<file path="config.mk">
export PLATFORM = sky130hd
export DESIGN_NAME = pbg_ctrl
export DESIGN_NICKNAME = d
export VERILOG_FILES = /design/src/pbg_pkg.sv /design/src/pbg_ctrl.sv
export SDC_FILE = /design/constraint.sdc
export NUM_CORES = 1
export LEC_CHECK = 0
export BUFFER_PORTS_ARGS = -buffer_cell sky130_fd_sc_hd__buf_4
export CAP_MARGIN = 30
export CORE_MARGIN = 5
export CORE_UTILIZATION = 30
export DETAILED_ROUTE_END_ITERATION = 6
export PLACE_DENSITY = 0.47
export SLEW_MARGIN = 15
export SYNTH_ARGS = -nofsm -noshare
export SYNTH_HDL_FRONTEND = slang
export SYNTH_SLANG_ARGS = --single-unit
</file>
<file path="constraint.sdc">
create_clock -name pclk -period 3.2 [get_ports pclk]
set_clock_uncertainty 0.2 [all_clocks]
set_input_delay 0.64 -clock pclk [delete_from_list [all_inputs] [get_ports pclk]]
set_output_delay 0.64 -clock pclk [all_outputs]
set_load 0.05 [all_outputs]
</file>
<file path="src/pbg_pkg.sv">
package pbg_pkg;
  // clock and time base
  localparam int CLK_NS = 40;
  localparam int MS_NS = 1_000_000;
  localparam int MS_CYCLES = MS_NS / CLK_NS;
  localparam int DEB_NS = 640;
  localparam int DEB_CYCLES = (DEB_NS + CLK_NS - 1) / CLK_NS;
  localparam int DEB_W = $clog2(DEB_CYCLES + 1);
  // timer figures in milliseconds
  localparam int SHORT_MIN_MS = 60;
  localparam int LONG_MS = 2000;
  localparam int DISP_MS = 4000;
  localparam int IDLE_MS = 16000;
  localparam int CHG_PER_MS = 1000;
  localparam int CHG_ON_MS = 500;
  localparam int WARN_PER_MS = 250;
  localparam int WARN_ON_MS = 125;
  localparam int BCN_PER_MS = 2000;
  localparam int BCN_ON_MS = 250;
  // battery comparator bank, one bit per threshold, high when above
  localparam int BT_N = 12;
  localparam int BT_2V9 = 0;
  localparam int BT_3V1 = 1;
  localparam int BT_3V2 = 2;
  localparam int BT_3V43 = 3;
  localparam int BT_3V55 = 4;
  localparam int BT_3V71 = 5;
  localparam int BT_3V72 = 6;
  localparam int BT_3V85 = 7;
  localparam int BT_3V87 = 8;
  localparam int BT_4V02 = 9;
  localparam int BT_4V07 = 10;
  localparam int BT_4V2 = 11;
  // other synchronised inputs, placed above the battery bank
  localparam int IN_VIN_OK = 12;
  localparam int IN_VIN_SEEN = 13;
  localparam int IN_CHG_END = 14;
  localparam int IN_LOAD = 15;
  localparam int IN_LOAD_IDLE = 16;
  localparam int IN_DIE_HOT = 17;
  localparam int IN_NTC_GND = 18;
  localparam int IN_NTC_FAULT = 19;
  localparam int IN_KEY_N = 20;
  localparam int IN_N = 21;
  // register map
  localparam logic [7:0] ADDR_CTRL = 8'h00;
  localparam logic [7:0] ADDR_STAT = 8'h04;
  localparam logic [7:0] ADDR_BATT = 8'h08;
  localparam int CTRL_NTC_IGN_BIT = 0;
  localparam int CTRL_START_BIT = 1;
  localparam logic CTRL_NTC_IGN_RST = 1'h0;
  localparam int STAT_STATE_LSB = 0;
  localparam int STAT_TORCH_BIT = 4;
  localparam int STAT_GATE_BIT = 5;
  localparam int STAT_DISP_BIT = 6;
  localparam int STAT_LED_LSB = 8;
  typedef enum logic [3:0] {
    ST_OFF, ST_BOOST, ST_CHG_SLEEP, ST_TRICKLE, ST_CC, ST_CV, ST_DONE, ST_HOT
  } pbg_state_t;
endpackage

</file>
<file path="src/pbg_ctrl.sv">
`timescale 1ns/1ns
// Functional notes
// - charge blink LED chosen by battery voltage
// - charge blink 1 Hz, half second lit
// - end current stops charge, all LEDs lit
// - boost display lights one to four LEDs
// - low battery 4 Hz warning, below 3.2 off
// - display 4 s then slow first-LED beacon
// - charger input under lockout means sleep
// - input above lockout starts charging and blinking
// - below 2.9 V trickle at quarter current
// - above trickle threshold constant current
// - near 4.2 V switch to constant voltage
// - after end, recharge at 4.07 V
// - charging: no boost, short ignored, long torch
// - from off, press or load starts boost
// - path gate high only in normal operation
// - input seen during boost: gate low, charge
// - after charge or overheat, no boost restart without new press
// - light load for 16 s ends boost
// - die overheat cuts boost or charge
// - grounded thermistor disables battery temp check
// - short press 60 ms to 2 s, long beyond
// - under 3.1 V no torch or boost on
module pbg_ctrl #(
  parameter int MS_TICKS = pbg_pkg::MS_CYCLES,
  parameter int IDLE_LIMIT_MS = pbg_pkg::IDLE_MS
) (
  input wire logic pclk,
  input wire logic presetn,
  input wire logic psel,
  input wire logic penable,
  input wire logic pwrite,
  input wire logic [7:0] paddr,
  input wire logic [31:0] pwdata,
  output logic [31:0] prdata,
  output logic pready,
  output logic pslverr,
  input wire logic [pbg_pkg::BT_N-1:0] batt_thresh_cmp,
  input wire logic charger_input_supply_ok,
  input wire logic charger_input_supply_seen,
  input wire logic charge_current_end,
  input wire logic load_attached,
  input wire logic load_below_idle,
  input wire logic die_overtemp,
  input wire logic thermistor_sense_grounded,
  input wire logic thermistor_sense_fault,
  input wire logic key_n,
  output logic boost_en,
  output logic power_path_gate,
  output logic charge_en,
  output logic charge_trickle,
  output logic charge_const_v,
  output logic torch_en,
  output logic [3:0] gauge_led_bar
);
  import pbg_pkg::*;

  // every flop of the block lives in this one struct, so reset and
  // registering stay in one place
  // and no field can be left out of either
  typedef struct packed {
    pbg_state_t st;
    logic [IN_N-1:0] sync1;
    logic [IN_N-1:0] sync2;
    logic [IN_N-1:0][DEB_W-1:0] deb;
    logic [IN_N-1:0] clean;
    logic [15:0] pre;
    logic [11:0] key_ms;
    logic long_done;
    logic [11:0] disp_ms;
    logic disp_on;
    logic [10:0] flash;
    logic [15:0] idle_ms;
    logic need_press;
    logic torch;
    logic ntc_ign;
    logic sw_start;
    logic [3:0] leds;
    logic [31:0] rdata;
    logic perr;
  } pbg_regs_t;

  // s_r is the flop copy, s_nxt its next value
  pbg_regs_t s_r;
  pbg_regs_t s_nxt;

  // per-cycle decodes, all written in the pass before they are used
  logic [IN_N-1:0] raw;
  logic [BT_N-1:0] bt;
  logic tick;
  logic pressed;
  logic short_p;
  logic long_p;
  logic press_any;
  logic temp_bad;
  logic charging;
  logic chg_blink;
  logic warn_blink;
  logic bcn_blink;
  logic [1:0] lvl;
  logic idle_hit;
  logic setup;
  logic wr;

  // pin inputs gathered into one vector for the synchroniser
  // the order must match the IN_ and BT_ indices of the package
  assign raw = {key_n, thermistor_sense_fault, thermistor_sense_grounded,
                die_overtemp, load_below_idle, load_attached,
                charge_current_end, charger_input_supply_seen,
                charger_input_supply_ok, batt_thresh_cmp};

  // next state of the whole block
  // one combinational pass computes every field; defaults hold state
  always_comb begin
    s_nxt = s_r;
    // two flops, then a stability counter per input
    // a level must hold 16 clocks before it is believed; comparator
    // glitches are lost, at the cost of about 19 clocks of delay
    s_nxt.sync1 = raw;
    s_nxt.sync2 = s_r.sync1;
    for (int i = 0; i < IN_N; i++) begin
      if (s_r.sync2[i] == s_r.clean[i]) begin
        s_nxt.deb[i] = '0;
      end else if (s_r.deb[i] == DEB_W'(DEB_CYCLES - 1)) begin
        s_nxt.deb[i] = '0;
        s_nxt.clean[i] = s_r.sync2[i];
      end else begin
        s_nxt.deb[i] = s_r.deb[i] + DEB_W'(1);
      end
    end
    bt = s_r.clean[BT_N-1:0];

    // millisecond tick shared by every timer
    // one prescaler keeps all timers in step; MS_TICKS can be cut for
    // simulation, the patterns then run faster but keep their ratios
    // the default is 25000 clocks for a 25 MHz pclk
    tick = (s_r.pre == 16'(MS_TICKS - 1));
    s_nxt.pre = tick ? '0 : s_r.pre + 16'h0001;

    // press classification, measured in ms while held
    // the count saturates at the long limit, so a long hold fires once
    // and its release is not taken as a short press as well
    pressed = !s_r.clean[IN_KEY_N];
    short_p = 1'b0;
    long_p = 1'b0;
    if (pressed) begin
      if (tick && s_r.key_ms != 12'(LONG_MS)) begin
        s_nxt.key_ms = s_r.key_ms + 12'h001;
      end
      if (s_r.key_ms == 12'(LONG_MS) && !s_r.long_done) begin
        long_p = 1'b1;
        s_nxt.long_done = 1'b1;
      end
    end else begin
      short_p = (s_r.key_ms > 12'(SHORT_MIN_MS)) && !s_r.long_done;
      s_nxt.key_ms = '0;
      s_nxt.long_done = 1'b0;
    end
    // a software start request behaves like a short press
    // it is refused by the same rules, so software gains no extra path
    press_any = short_p || s_r.sw_start;

    // free running flash phase, period covers every pattern
    // 2000 ms is a multiple of the 1000 ms and 250 ms periods, so one
    // counter serves all three blink patterns without a jump at wrap
    if (tick) begin
      s_nxt.flash = (s_r.flash == 11'(BCN_PER_MS - 1)) ? '0 : s_r.flash + 11'h001;
    end
    chg_blink = (s_r.flash % 11'(CHG_PER_MS)) < 11'(CHG_ON_MS);
    warn_blink = (s_r.flash % 11'(WARN_PER_MS)) < 11'(WARN_ON_MS);
    bcn_blink = s_r.flash < 11'(BCN_ON_MS);

    // battery temperature is ignored when the sense pin is grounded
    // a fault only masks charge_en; the charge state is kept so that
    // charging resumes where it stopped once the cell is back in window
    temp_bad = s_r.clean[IN_NTC_FAULT] && !s_r.clean[IN_NTC_GND] && !s_r.ntc_ign;

    // torch toggles on a long press in any mode but overheat
    // the low-battery check guards switching on only; a lit torch stays
    // overheat blocks the key so the die is not loaded further
    if (long_p && s_r.st != ST_HOT) begin
      if (s_r.torch) begin
        s_nxt.torch = 1'b0; // a lit torch is never forced off by low battery
      end else if (bt[BT_3V1]) begin
        s_nxt.torch = 1'b1;
      end
    end

    // display window of the boost gauge
    // restarted by each press in boost; cleared whenever boost is left
    if (s_r.disp_on && tick) begin
      if (s_r.disp_ms == 12'(DISP_MS - 1)) begin
        s_nxt.disp_on = 1'b0;
      end else begin
        s_nxt.disp_ms = s_r.disp_ms + 12'h001;
      end
    end

    // light-load timer, only counts inside boost
    // any load above the idle level restarts the count from zero
    // the limit is a parameter so short runs need not wait 16 s
    idle_hit = (s_r.idle_ms == 16'(IDLE_LIMIT_MS));
    if (s_r.st != ST_BOOST || !s_r.clean[IN_LOAD_IDLE]) begin
      s_nxt.idle_ms = '0;
    end else if (tick && !idle_hit) begin
      s_nxt.idle_ms = s_r.idle_ms + 16'h0001;
    end

    // mode sequencing
    // charger presence is tested before presses and loads, so an input
    // that appears together with a press always wins and boost stays off
    unique case (s_r.st)
      // standby: the charger comes first, then a press, then a load
      ST_OFF: begin
        if (s_r.clean[IN_VIN_OK]) begin
          s_nxt.st = bt[BT_2V9] ? ST_CC : ST_TRICKLE;
        end else if (s_r.clean[IN_VIN_SEEN]) begin
          s_nxt.st = ST_CHG_SLEEP;
        end else if (press_any && bt[BT_3V1]) begin
          s_nxt.st = ST_BOOST;
          s_nxt.disp_on = 1'b1;
          s_nxt.disp_ms = '0;
          s_nxt.need_press = 1'b0;
        end else if (s_r.clean[IN_LOAD] && !s_r.need_press && bt[BT_3V1]) begin
          s_nxt.st = ST_BOOST; // load start stays blocked after unplug
        end
      end
      // a charger ends boost at once, before any voltage or idle test
      ST_BOOST: begin
        if (s_r.clean[IN_VIN_SEEN]) begin
          s_nxt.st = ST_CHG_SLEEP; // gate drops with the state
        end else if (!bt[BT_3V2] || idle_hit) begin
          s_nxt.st = ST_OFF;
        end else if (press_any) begin
          s_nxt.disp_on = 1'b1; // replay the gauge, boost untouched
          s_nxt.disp_ms = '0;
        end
      end
      // input present but under lockout: no charge, no boost, leds dark
      ST_CHG_SLEEP: begin
        if (!s_r.clean[IN_VIN_SEEN]) begin
          s_nxt.st = ST_OFF;
          s_nxt.need_press = 1'b1;
        end else if (s_r.clean[IN_VIN_OK]) begin
          s_nxt.st = bt[BT_2V9] ? ST_CC : ST_TRICKLE;
        end
      end
      ST_TRICKLE, ST_CC, ST_CV, ST_DONE: begin
        // short presses fall through unused here
        // the phases advance in charge order, one step per clock at most
        if (!s_r.clean[IN_VIN_SEEN]) begin
          s_nxt.st = ST_OFF; // leaving charge goes to standby
          s_nxt.need_press = 1'b1;
        end else if (!s_r.clean[IN_VIN_OK]) begin
          s_nxt.st = ST_CHG_SLEEP;
        end else if (s_r.st == ST_TRICKLE && bt[BT_2V9]) begin
          s_nxt.st = ST_CC;
        end else if (s_r.st == ST_CC && bt[BT_4V2]) begin
          s_nxt.st = ST_CV;
        end else if (s_r.st == ST_CV && s_r.clean[IN_CHG_END]) begin
          s_nxt.st = ST_DONE;
        end else if (s_r.st == ST_DONE && !bt[BT_4V07]) begin
          s_nxt.st = bt[BT_2V9] ? ST_CC : ST_TRICKLE;
        end
      end
      // stays until the die cools; nothing else is heeded here
      ST_HOT: begin
        if (!s_r.clean[IN_DIE_HOT]) begin
          s_nxt.st = ST_OFF;
          s_nxt.need_press = 1'b1;
        end
      end
    endcase
    // overheat wins over every other transition
    // leaving overheat owes a press, so a hot load cannot cycle boost
    if (s_r.clean[IN_DIE_HOT]) begin
      s_nxt.st = ST_HOT;
    end
    if (s_nxt.st != ST_BOOST) begin
      s_nxt.disp_on = 1'b0;
    end

    // gauge pattern, registered so the pins never glitch
    // the pattern trails the state by one clock; harmless at led speed
    // in states without a pattern the bar is dark
    charging = (s_r.st == ST_TRICKLE) || (s_r.st == ST_CC) || (s_r.st == ST_CV);
    lvl = bt[BT_4V02] ? 2'h3 : bt[BT_3V87] ? 2'h2 : bt[BT_3V72] ? 2'h1 : 2'h0;
    s_nxt.leds = 4'h0;
    if (charging) begin
      for (int j = 0; j < 4; j++) begin
        if (j < int'(lvl)) begin
          s_nxt.leds[j] = 1'b1;
        end else if (j == int'(lvl)) begin
          s_nxt.leds[j] = chg_blink;
        end
      end
    end else if (s_r.st == ST_DONE) begin
      s_nxt.leds = 4'hf;
    end else if (s_r.st == ST_BOOST) begin
      if (!s_r.disp_on) begin
        s_nxt.leds = {3'h0, bcn_blink};
      end else if (bt[BT_3V85]) begin
        s_nxt.leds = 4'hf;
      end else if (bt[BT_3V71]) begin
        s_nxt.leds = 4'h7;
      end else if (bt[BT_3V55]) begin
        s_nxt.leds = 4'h3;
      end else if (bt[BT_3V43]) begin
        s_nxt.leds = 4'h1;
      end else begin
        s_nxt.leds = {3'h0, warn_blink};
      end
    end

    // apb slave: zero wait, read data captured in the setup cycle
    // capturing in setup lets pready stay high; the price is that a read
    // shows values one clock old, which no status here cares about
    // unmapped offsets answer with an error and zero data
    setup = psel && !penable;
    wr = psel && penable && pwrite;
    s_nxt.sw_start = 1'b0;
    if (wr && paddr == ADDR_CTRL) begin
      s_nxt.ntc_ign = pwdata[CTRL_NTC_IGN_BIT];
      s_nxt.sw_start = pwdata[CTRL_START_BIT];
    end
    if (setup) begin
      s_nxt.rdata = '0;
      s_nxt.perr = 1'b0;
      case (paddr)
        ADDR_CTRL: s_nxt.rdata[CTRL_NTC_IGN_BIT] = s_r.ntc_ign;
        ADDR_STAT: begin
          s_nxt.rdata[STAT_STATE_LSB +: 4] = 4'(s_r.st);
          s_nxt.rdata[STAT_TORCH_BIT] = s_r.torch;
          s_nxt.rdata[STAT_GATE_BIT] = (s_r.st == ST_BOOST);
          s_nxt.rdata[STAT_DISP_BIT] = s_r.disp_on;
          s_nxt.rdata[STAT_LED_LSB +: 4] = s_r.leds;
        end
        ADDR_BATT: s_nxt.rdata[BT_N-1:0] = bt;
        default: s_nxt.perr = 1'b1;
      endcase
    end
  end

  // single state register; reset clears every field but the key path
  always_ff @(posedge pclk or negedge presetn) begin
    if (!presetn) begin
      s_r <= '0;
      // the key rests released, else leaving reset would look like a press
      s_r.sync1[IN_KEY_N] <= 1'b1;
      s_r.sync2[IN_KEY_N] <= 1'b1;
      s_r.clean[IN_KEY_N] <= 1'b1;
    end else begin
      s_r <= s_nxt;
    end
  end

  // outputs decoded from registered state
  // the path gate follows boost alone, so it drops in the same clock
  // that a charger, a flat cell, idle or overheat ends boost
  assign prdata = s_r.rdata;
  assign pready = 1'b1;
  assign pslverr = s_r.perr && psel && penable;
  assign boost_en = (s_r.st == ST_BOOST);
  assign power_path_gate = (s_r.st == ST_BOOST);
  assign charge_en = ((s_r.st == ST_TRICKLE) || (s_r.st == ST_CC) ||
                      (s_r.st == ST_CV)) && !temp_bad;
  assign charge_trickle = (s_r.st == ST_TRICKLE);
  assign charge_const_v = (s_r.st == ST_CV);
  assign torch_en = s_r.torch;
  assign gauge_led_bar = s_r.leds;
endmodule // pbg_ctrl

</file>
==> After elaboration in Yosys (flattened, before gate mapping) <==
Index checks and enable logic that the tools add are counted.
{ "totals": {"regBits": 262, "input_bits": 66, "out_inout_bits": 44, "elab_cells": 364} }
{ "classes": {"addsub": 26, "n_div": 2, "order_cmp": 7, "eq_ne": 68, "muxes": 112, "bitwise_logic": 21, "reduce_logical": 69} }
{ "op_table": {"columns": ["cell", "n"], "rows": [
  ["5-bit 2-to-1 mux", 42],
  ["5-bit by 1-bit adder with 5-bit output (second input constant)", 21],
  ["5-bit by 4-bit == test with 1-bit output (second input constant)", 21],
  ["13-bit 2-to-1 mux", 8],
  ["4-bit 2-to-1 mux", 20],
  ["16-bit 2-to-1 mux", 3],
  ["2-bit AND reduction", 21],
  ["16-bit by 1-bit adder with 16-bit output (second input constant)", 2],
  ["13-bit case mux with 2 select lines", 1],
  ["1-bit 2-to-1 mux", 25],
  ["12-bit by 1-bit adder with 12-bit output (second input constant)", 2],
  ["12-bit 2-to-1 mux", 2],
  ["1-bit logical AND", 22],
  ["1-bit == test", 21],
  ["1-bit NOT", 21],
  ["4-bit case mux with 5 select lines", 1],
  ["16-bit by 14-bit == test with 1-bit output (second input constant)", 1],
  ["16-bit by 15-bit == test with 1-bit output (second input constant)", 1],
  ["4-bit by 3-bit == test with 1-bit output (second input constant)", 4],
  ["12-bit by 11-bit == test with 1-bit output (second input constant)", 1],
  ["12-bit == test (second input constant)", 1],
  ["12-bit by 6-bit > comparator with 1-bit output (second input constant)", 1],
  ["12-bit by 11-bit inequality test with 1-bit output (second input constant)", 1],
  ["6-bit case mux with 2 select lines", 1],
  ["other kinds (34)", 61]
]} }

==> Logic depth before layout (Yosys ltp) <==
Gate-level depths: netlist of the first run.
{ "depth": {"word_depth": 12, "depth_mapped": 12, "ltp_nobuf": 10} }

==> Worst setup path after synthesis of the first run <==
No wires, ideal clock.
{ "synth_timing": {"kind": "reg2out", "startpoint": "register s_r[279] in the netlist's numbering", "endpoint": "output charge_en", "arrival_ns": 2.801, "required_ns": 2.360, "setup_slack_ns": -0.441, "stages_incl_launch_ff": 6, "cell_sequence": "dfrtp_1 -> clkbuf_1 -> nand2_1 -> nor3_1 -> nor2_1 -> nor2_1"} }
{ "synth_between": {"elab_chain_len": 4, "elab_cells_between_ends": 6, "classes_between": "eq/ne: 3; reduce/logical: 3"} }
{ "synth_lines": {"columns": ["item", "line", "rtl"], "rows": [
  ["start: declaration", "pbg_ctrl.sv:85", "pbg_regs_t s_r;"],
  ["start signal: assignment", "pbg_ctrl.sv:354", "s_r <= s_nxt;"],
  ["4-bit by 2-bit == test with 1-bit output", null, null],
  ["net charge_trickle", "pbg_ctrl.sv:52", "output logic charge_trickle,"],
  ["1-bit logical OR (2 in a row)", "pbg_ctrl.sv:366", "assign charge_en = ((s_r.st == ST_TRICKLE) || (s_r.st == ST_CC) ||"],
  ["1-bit logical AND", "pbg_ctrl.sv:367", "(s_r.st == ST_CV)) && !temp_bad;"],
  ["end: declaration", "pbg_ctrl.sv:51", "output logic charge_en,"]
]} }
The timed path passes the listed nets, and every way through them passes these cells.

==> results of run 1 <==
[critical path, stage by stage, from the launching register on]
cell	delay, ns
sky130_fd_sc_hd__dfrtp_1	0.50
sky130_fd_sc_hd__nor3b_2	0.25
sky130_fd_sc_hd__a211oi_1	0.07
sky130_fd_sc_hd__or4_1	0.58
sky130_fd_sc_hd__o21ai_4	0.27
sky130_fd_sc_hd__nor2_1	0.08
sky130_fd_sc_hd__a211o_1	0.26
sky130_fd_sc_hd__o211ai_2	0.17
sky130_fd_sc_hd__mux2_4	0.32
sky130_fd_sc_hd__a211oi_2	0.21
[registers in the layout (all words and copies together), names as in the netlist]
name and flops:
torch_en 1, s_r 212, s_nxt 21, gauge_led_bar 4, prdata 12, bt 12
[timing repair]
action / CTS / global route
buffers inserted: 0 / 0
resized for setup: 0 / 3
hold buffers: 22 / 0
setup endpoints to repair: 0 / 3
endpoints found under the hold margin: 87 / 0
[through the flow]
step	cell area [sq um]	worst slack [ns]	instances
6_report	14600	0.217	1831
4_1_cts	14600	0.0514	1831
3_5_place_dp	13300	0.157	1753
2_1_floorplan	12300	0.0627	1206
3_3_place_gp	13300	0.185	1753
5_1_grt	14600	0.0361	1831
[power by group through the flow]
stage	Sequential, mW	Clock (mW)	Combinational, mW
6_report	3.50	3.70	0.615
5_1_grt	3.51	3.99	0.697
4_1_cts	3.50	3.86	0.630
3_5_place_dp	3.56	0	0.606
3_3_place_gp	3.56	0	0.601
2_1_floorplan	3.54	0	0.408
[Yosys cell counts, drive strengths merged, types with 5 or more instances]
cell / instances / share of area
nor3: 13 / 0.0057
a21oi: 31 / 0.013
and2: 35 / 0.018
o211ai: 6 / 0.0041
a22oi: 13 / 0.0080
nand2b: 14 / 0.0071
nor2: 165 / 0.051
ha: 30 / 0.031
nand3: 66 / 0.027
xor2: 93 / 0.066
nand2: 73 / 0.022
a31oi: 9 / 0.0046
nor4: 9 / 0.0046
clkbuf: 22 / 0.0067
or3: 14 / 0.0071
dfrtp: 259 / 0.53
nor2b: 6 / 0.0031
inv: 30 / 0.0092
nand4: 16 / 0.0082
o21ai: 64 / 0.027
or2: 6 / 0.0031
nor4b: 5 / 0.0036
buf: 52 / 0.029
mux2: 23 / 0.021
xnor2: 20 / 0.014
a211oi: 11 / 0.0071
and3: 32 / 0.016
[worst min-delay path by stage]
| stage | from | to | slack, ns |
|---|---|---|---|
| 3_5_place_dp | s_nxt[255]$_DFF_PN0_ | s_r[255]$_DFF_PN0_ | 0.14 |
| 3_3_place_gp | s_nxt[241]$_DFF_PN0_ | s_r[241]$_DFF_PN0_ | 0.14 |
| 6_report | pwdata[0] | s_r[38]$_DFFE_PN0P_ | 0.11 |
| 2_1_floorplan | s_nxt[236]$_DFF_PN0_ | s_r[236]$_DFF_PN0_ | 0.13 |
| 4_1_cts | pwdata[0] | s_r[38]$_DFFE_PN0P_ | 0.07 |
| 5_1_grt | pwdata[0] | s_r[38]$_DFFE_PN0P_ | 0.08 |
[layer usage]
metal  GRT usage  routed length, microns  vias to the layer above
met5           0                       0                        -
met4      0.0315                     446                        0
li1            -                       -                     4221
met1       0.158                   12300                     4019
met3      0.0215                    1190                       25
met2       0.181                   11400                      122
[cells in the final DEF (no fill, tap or decap), types with 8 or more instances in the layout]
cell type | synthesis | final
sky130_fd_sc_hd__mux2_2 | 22 | 22
sky130_fd_sc_hd__xnor2_1 | 20 | 20
sky130_fd_sc_hd__o21ai_0 | 61 | 61
sky130_fd_sc_hd__ha_1 | 30 | 30
sky130_fd_sc_hd__dlygate4sd3_1 | 0 | 22
sky130_fd_sc_hd__a22oi_1 | 13 | 13
sky130_fd_sc_hd__a31oi_1 | 9 | 9
sky130_fd_sc_hd__nand2_1 | 73 | 73
sky130_fd_sc_hd__buf_4 | 40 | 84
sky130_fd_sc_hd__nand4_1 | 16 | 16
sky130_fd_sc_hd__dfrtp_1 | 259 | 257
sky130_fd_sc_hd__nor3_1 | 12 | 11
sky130_fd_sc_hd__a21oi_1 | 30 | 30
sky130_fd_sc_hd__clkbuf_16 | 0 | 30
sky130_fd_sc_hd__and3_1 | 32 | 31
sky130_fd_sc_hd__or3_1 | 14 | 14
sky130_fd_sc_hd__nor4_1 | 9 | 8
sky130_fd_sc_hd__nand2b_1 | 14 | 14
sky130_fd_sc_hd__and2_1 | 35 | 35
sky130_fd_sc_hd__conb_1 | 2 | 21
sky130_fd_sc_hd__xor2_1 | 93 | 93
sky130_fd_sc_hd__nor2_1 | 165 | 165
sky130_fd_sc_hd__a211oi_1 | 10 | 10
sky130_fd_sc_hd__inv_1 | 29 | 29
sky130_fd_sc_hd__nand3_1 | 66 | 66
[logic make-up after synthesis]
logic type / synth area share
AOI/OAI and AO/OA: 0.0914
and+or+nand+nor: 0.191
buffers and inverters: 0.0455
other: 0.000613
DFF: 0.535
adders and majority gates: 0.0306
muxes: 0.0247
xor gates and xnor gates: 0.0808
[layout make-up]
cell class	instances	area, sq um
sequential	262	6560
multi-input combinational	839	5220
clock buffer	40	838
timing repair buffer	111	946
fill	4030	26000
tap	532	666
clock inverter	16	250
inverter	31	116
==> impl_metrics.yaml, run 1 <==
cells_and_area:
  final_layout_size_suffix_gt1_frac: 0.145
  num-nets-final: 1371
  area_delta_synth_final_pct: 19.2
  final_util: 0.359
  insertedDiodeCount: 0
drt:
  antenna_violating_nets_post_route: 0
  detail_route.wl_per_cell_microns: 13.8
  detail_route.wirelength_microns: 25300
  via_count: 8387
  drt_first_iter_violations: 475
  drtPass1Iterations: 4
  post_route_drc: 0
  via_per_inst: 4.58
sta:
  setup_total_negative_slack_ns: 0
  timing.final.max_slew_violations: 0
  grt_setup_unrepaired: "no"
  period_minus_slack_ns: 2.98
  final_worst_path_cycle_share: 0.932
  max_freq_mhz: 335
  final_hold_viol_count: 0
  worst_pin_slew_ns: 0.911
  whs_ns: 0.110
  timing.final.setup_violations: 0
  slew_headroom: 0.393
synth:
  yosysWarningCount: 0
  synthArstFlopShare: 1.00
  netlist_area_before_placement_sq_um: 12300
  netlist_instances: 1187
  postSynthRegisterBits: 262
  yosys_most_used_dff: "sky130_fd_sc_hd__dfrtp_1"
  syn_area_per_cell_sq_um: 10.3
  synth_edf_count: 0
  synth_sequential_area_ratio: 0.535
  yosys.cell_types.count: 72
critical_path:
  critical_path.endpoint: "gauge_led_bar[0]$_DFF_PN0_"
  worst_setup_path_start: "s_r[62]$_DFFE_PN0N_"
  critical_path.max_fanout: 8
  regToRegEndpoint: "gauge_led_bar[0]$_DFF_PN0_"
  reg2reg_slack_ns: 0.22
  timing.reg2reg.worst_path_depth: 9
  critical_path_capture_point_type: "flop"
  timing_worst_setup_path_type: "flop to flop"
  cp.arrival_ns: 3.25
  worst_ep_required_time_ns: 3.47
  reg2reg_from: "s_r[62]$_DFFE_PN0N_"
  worstSetupStartpointType: "flop"
grt:
  wire_length_of_the_first_global_routing_pass_microns: 42600
  groute.usage.overall: 0.113
  first_global_vias: 8410
  number_of_antenna_violations_at_the_first_check_in_global_routing: 0
  globalRoute.totalOverflow: 0
  pin_count_of_the_biggest_net_entering_global_routing: 76
placed_design:
  port_buffers: 58
  detailedPlacementHpwl_microns: 17600
  gp_congestion: 0.807
clock_tree:
  cts_buffer_depth: 3
  clk_sink_count: 262
  cts_tree: "yes"
  clock_pin_slew_of_the_registers_on_the_worst_case_setup_and_hold_paths_ns: 0.06
  cts_buffers: 30
  worst_skew_pair.late_latency_ns: 0.56
  clock_tree.htree_level_count: 1
  cts-root-buf: "sky130_fd_sc_hd__clkbuf_16"
pwr:
  netSwitchingFraction: 0.237
  net_switching_power_figure_mw: 1.85
  pwr-share-clk: 0.474
  power_leakage_nw: 6.88
  power_mw: 7.82
  power.share.sequential: 0.448
  comb_power_share: 0.079
  internal_power_mw: 5.97
  vdd.ir_drop.worst_uv: 411
  power_per_cell_area_nw_per_um2: 536
die:
  placeable_core_area_sq_um: 40600
  chipWidth_microns: 212
  dieHeight_microns: 212
  floorplan.io_pins: 110
  initial_core_util: 0.301
  placement_rows: 74
  die_area_sq_um: 45000
hold_path:
  min_delay_path_depth: 2
  hold_path.class: "input port to flop"
outcome:
  status: "completed"
job:
  drv.max_cap_violation_count: 0
Power figures use the tool's default switching activity.
==> run 2: changes to the inputs <==
Clock period 3.2 ns to 3.4 ns, I/O delays scaled along.
==> run 2 against run 1 <==
  * Critical path depth is 4 lower
  * Sequential share of layout area is 0.67 points higher
  * Power is 8.1% lower
  * Routed wire length is 0.95% lower
  * Clock-buffer cell count is 5 higher
  * Global-route usage is 0.12 points lower
  * Cell area is 1.5% lower
  * Non-clock buffer count is 19 lower
  * Via count is 0.13% lower
  * Die area stayed put
==> impl_metrics.yaml, run 2 (synthesized netlist as in run 1, its figures left out) <==
drt:
  detail_route.wl_per_cell_microns: 13.8
  via_count: 8376
  drt_first_iter_violations: 521
  detail_route.wirelength_microns: 25000
  via_per_inst: 4.63
  drtPass1Iterations: 5
  antenna_violating_nets_post_route: 0
  post_route_drc: 0
cells_and_area:
  final_layout_size_suffix_gt1_frac: 0.133
  area_delta_synth_final_pct: 17.4
  largest_reg_by_ff_count: "s_r"
  final_util: 0.354
  largest_register_ff_count: 212
  num-nets-final: 1352
  fin_cells: 1811
  mostFrequentLayoutCells: "258 x sky130_fd_sc_hd__dfrtp_1, 165 x sky130_fd_sc_hd__nor2_1, 93 x sky130_fd_sc_hd__xor2_1"
  stdcell_area_sq_um: 14400
  layout_commonest_cell: "sky130_fd_sc_hd__dfrtp_1"
grt:
  groute.usage.overall: 0.112
  globalRoute.totalOverflow: 0
  first_global_vias: 8298
  pin_count_of_the_biggest_net_entering_global_routing: 71
  number_of_antenna_violations_at_the_first_check_in_global_routing: 0
  wire_length_of_the_first_global_routing_pass_microns: 42400
clock_tree:
  cts_buffer_depth: 3
  cts_tree: "yes"
  clock_tree.htree_level_count: 1
  clock_pin_slew_of_the_registers_on_the_worst_case_setup_and_hold_paths_ns: 0.06
  cts-root-buf: "sky130_fd_sc_hd__clkbuf_16"
  cts_buffers: 30
  worst_skew_pair.late_latency_ns: 0.56
  clk_sink_count: 262
pwr:
  netSwitchingFraction: 0.238
  pwr-share-clk: 0.463
  power_mw: 7.19
  comb_power_share: 0.076
  vdd.ir_drop.worst_uv: 391
  power_leakage_nw: 6.76
  power_per_cell_area_nw_per_um2: 499
  power.share.sequential: 0.461
  internal_power_mw: 5.48
  net_switching_power_figure_mw: 1.71
critical_path:
  worstSetupStartpointType: "flop"
  cp_cell_sequence: "nand2_1 -> nor3_2 -> nor2_1 -> nor2_1 -> buf_4"
  cp_top_family: "simple AND/OR/NAND/NOR gates"
  crit_buf_inv: 1
  critical_path.max_fanout: 16
  critical-path-max-stage-delay_ns: 0.65
  critical_path_capture_point_type: "output pin"
  critPathSlowestCell: "sky130_fd_sc_hd__dfrtp_1"
  worst_path_most_repeated_cell: "sky130_fd_sc_hd__nor2_1"
  cp.arrival_ns: 2.30
  worst_ep_required_time_ns: 2.52
  timing_worst_setup_path_type: "flop to output pin"
sta:
  grt_setup_unrepaired: "no"
  max_freq_mhz: 314
  worst_pin_slew_ns: 0.921
  timing.final.max_slew_violations: 0
  whs_ns: 0.0363
  fin_ws_ns: 0.220
  setup_total_negative_slack_ns: 0
  final_worst_path_cycle_share: 0.935
  period_minus_slack_ns: 3.18
  final_hold_viol_count: 0
  timing.final.setup_violations: 0
  slew_headroom: 0.386
placed_design:
  placedCellCount: 1740
  gp_congestion: 0.810
  detailedPlace.worstSlack_ns: 0.304
  postPlaceCellArea_sq_um: 13200
  port_buffers: 58
  detailedPlacementHpwl_microns: 17200
hold_path:
  hold_path.class: "input port to flop"
die:
  dieHeight_microns: 212
  placement_rows: 74
  initial_core_util: 0.301
  chipWidth_microns: 212
  placeable_core_area_sq_um: 40600
  die_area_sq_um: 45000
  floorplan.io_pins: 110
outcome:
  status: "completed"
job:
  drv.max_cap_violation_count: 0
run 2: changes by cell type in the layout (fill, tap and decap cells not counted), moves of 3 or more:
| cell | delta |
|---|---|
| sky130_fd_sc_hd__bufinv_16 | -3 |
| sky130_fd_sc_hd__clkinv_2 | -4 |
| sky130_fd_sc_hd__clkinv_4 | +3 |
| sky130_fd_sc_hd__dlygate4sd3_1 | -6 |
| sky130_fd_sc_hd__clkbuf_8 | +3 |
| sky130_fd_sc_hd__buf_4 | -12 |
run 2: final timing paths:
kind,start,endpoint,slack (ns),depth (start not counted)
worst min register to register,s_nxt[237]$_DFF_PN0_,s_r[237]$_DFF_PN0_,0.14,0
worst min-delay path,batt_thresh_cmp[4],s_nxt[240]$_DFF_PN0_,0.04,1
worst max register to register,s_r[65]$_DFFE_PN0N_,gauge_led_bar[0]$_DFF_PN0_,0.30,9
min in group asynchronous,presetn,s_nxt[252]$_DFF_PN0_,0.45,2
worst max-delay path,s_r[278]$_DFF_PN0_,charge_en,0.22,5
max in group asynchronous,presetn,s_r[207]$_DFF_PN0_,1.75,3
run 2: power groups by stage:
stage | clock [mW] | combinational, mW | sequential (mW)
2_1_floorplan | 0 | 0.384 | 3.33
3_3_place_gp | 0 | 0.545 | 3.37
3_5_place_dp | 0 | 0.545 | 3.37
4_1_cts | 3.47 | 0.561 | 3.31
5_1_grt | 3.60 | 0.615 | 3.32
6_report | 3.33 | 0.546 | 3.31
run 2: area by class of cell:
class | instances | area [sq um]
antenna | 1 | 2.50
clock buffer | 45 | 908
clock inverter | 9 | 134
fill | 4067 | 26300
inverter | 31 | 116
multi-input combinational | 839 | 5220
sequential | 262 | 6560
tap | 532 | 666
timing repair buffer | 92 | 776
run 2: per-layer routing:
metal | GRT usage | vias to the layer above | wire length, microns
li1 | - | 4179 | -
met1 | 0.163 | 4028 | 12300
met2 | 0.173 | 133 | 11000
met3 | 0.0193 | 36 | 1190
met4 | 0.0304 | 0 | 491
met5 | 0 | - | 0
run 2: repair_timing:
item	4_1_cts	5_1_grt
endpoints found under the hold margin	82	0
buffers inserted	0	0
endpoints found under the setup margin	0	1
hold buffers	16	0
gates resized for setup	0	1
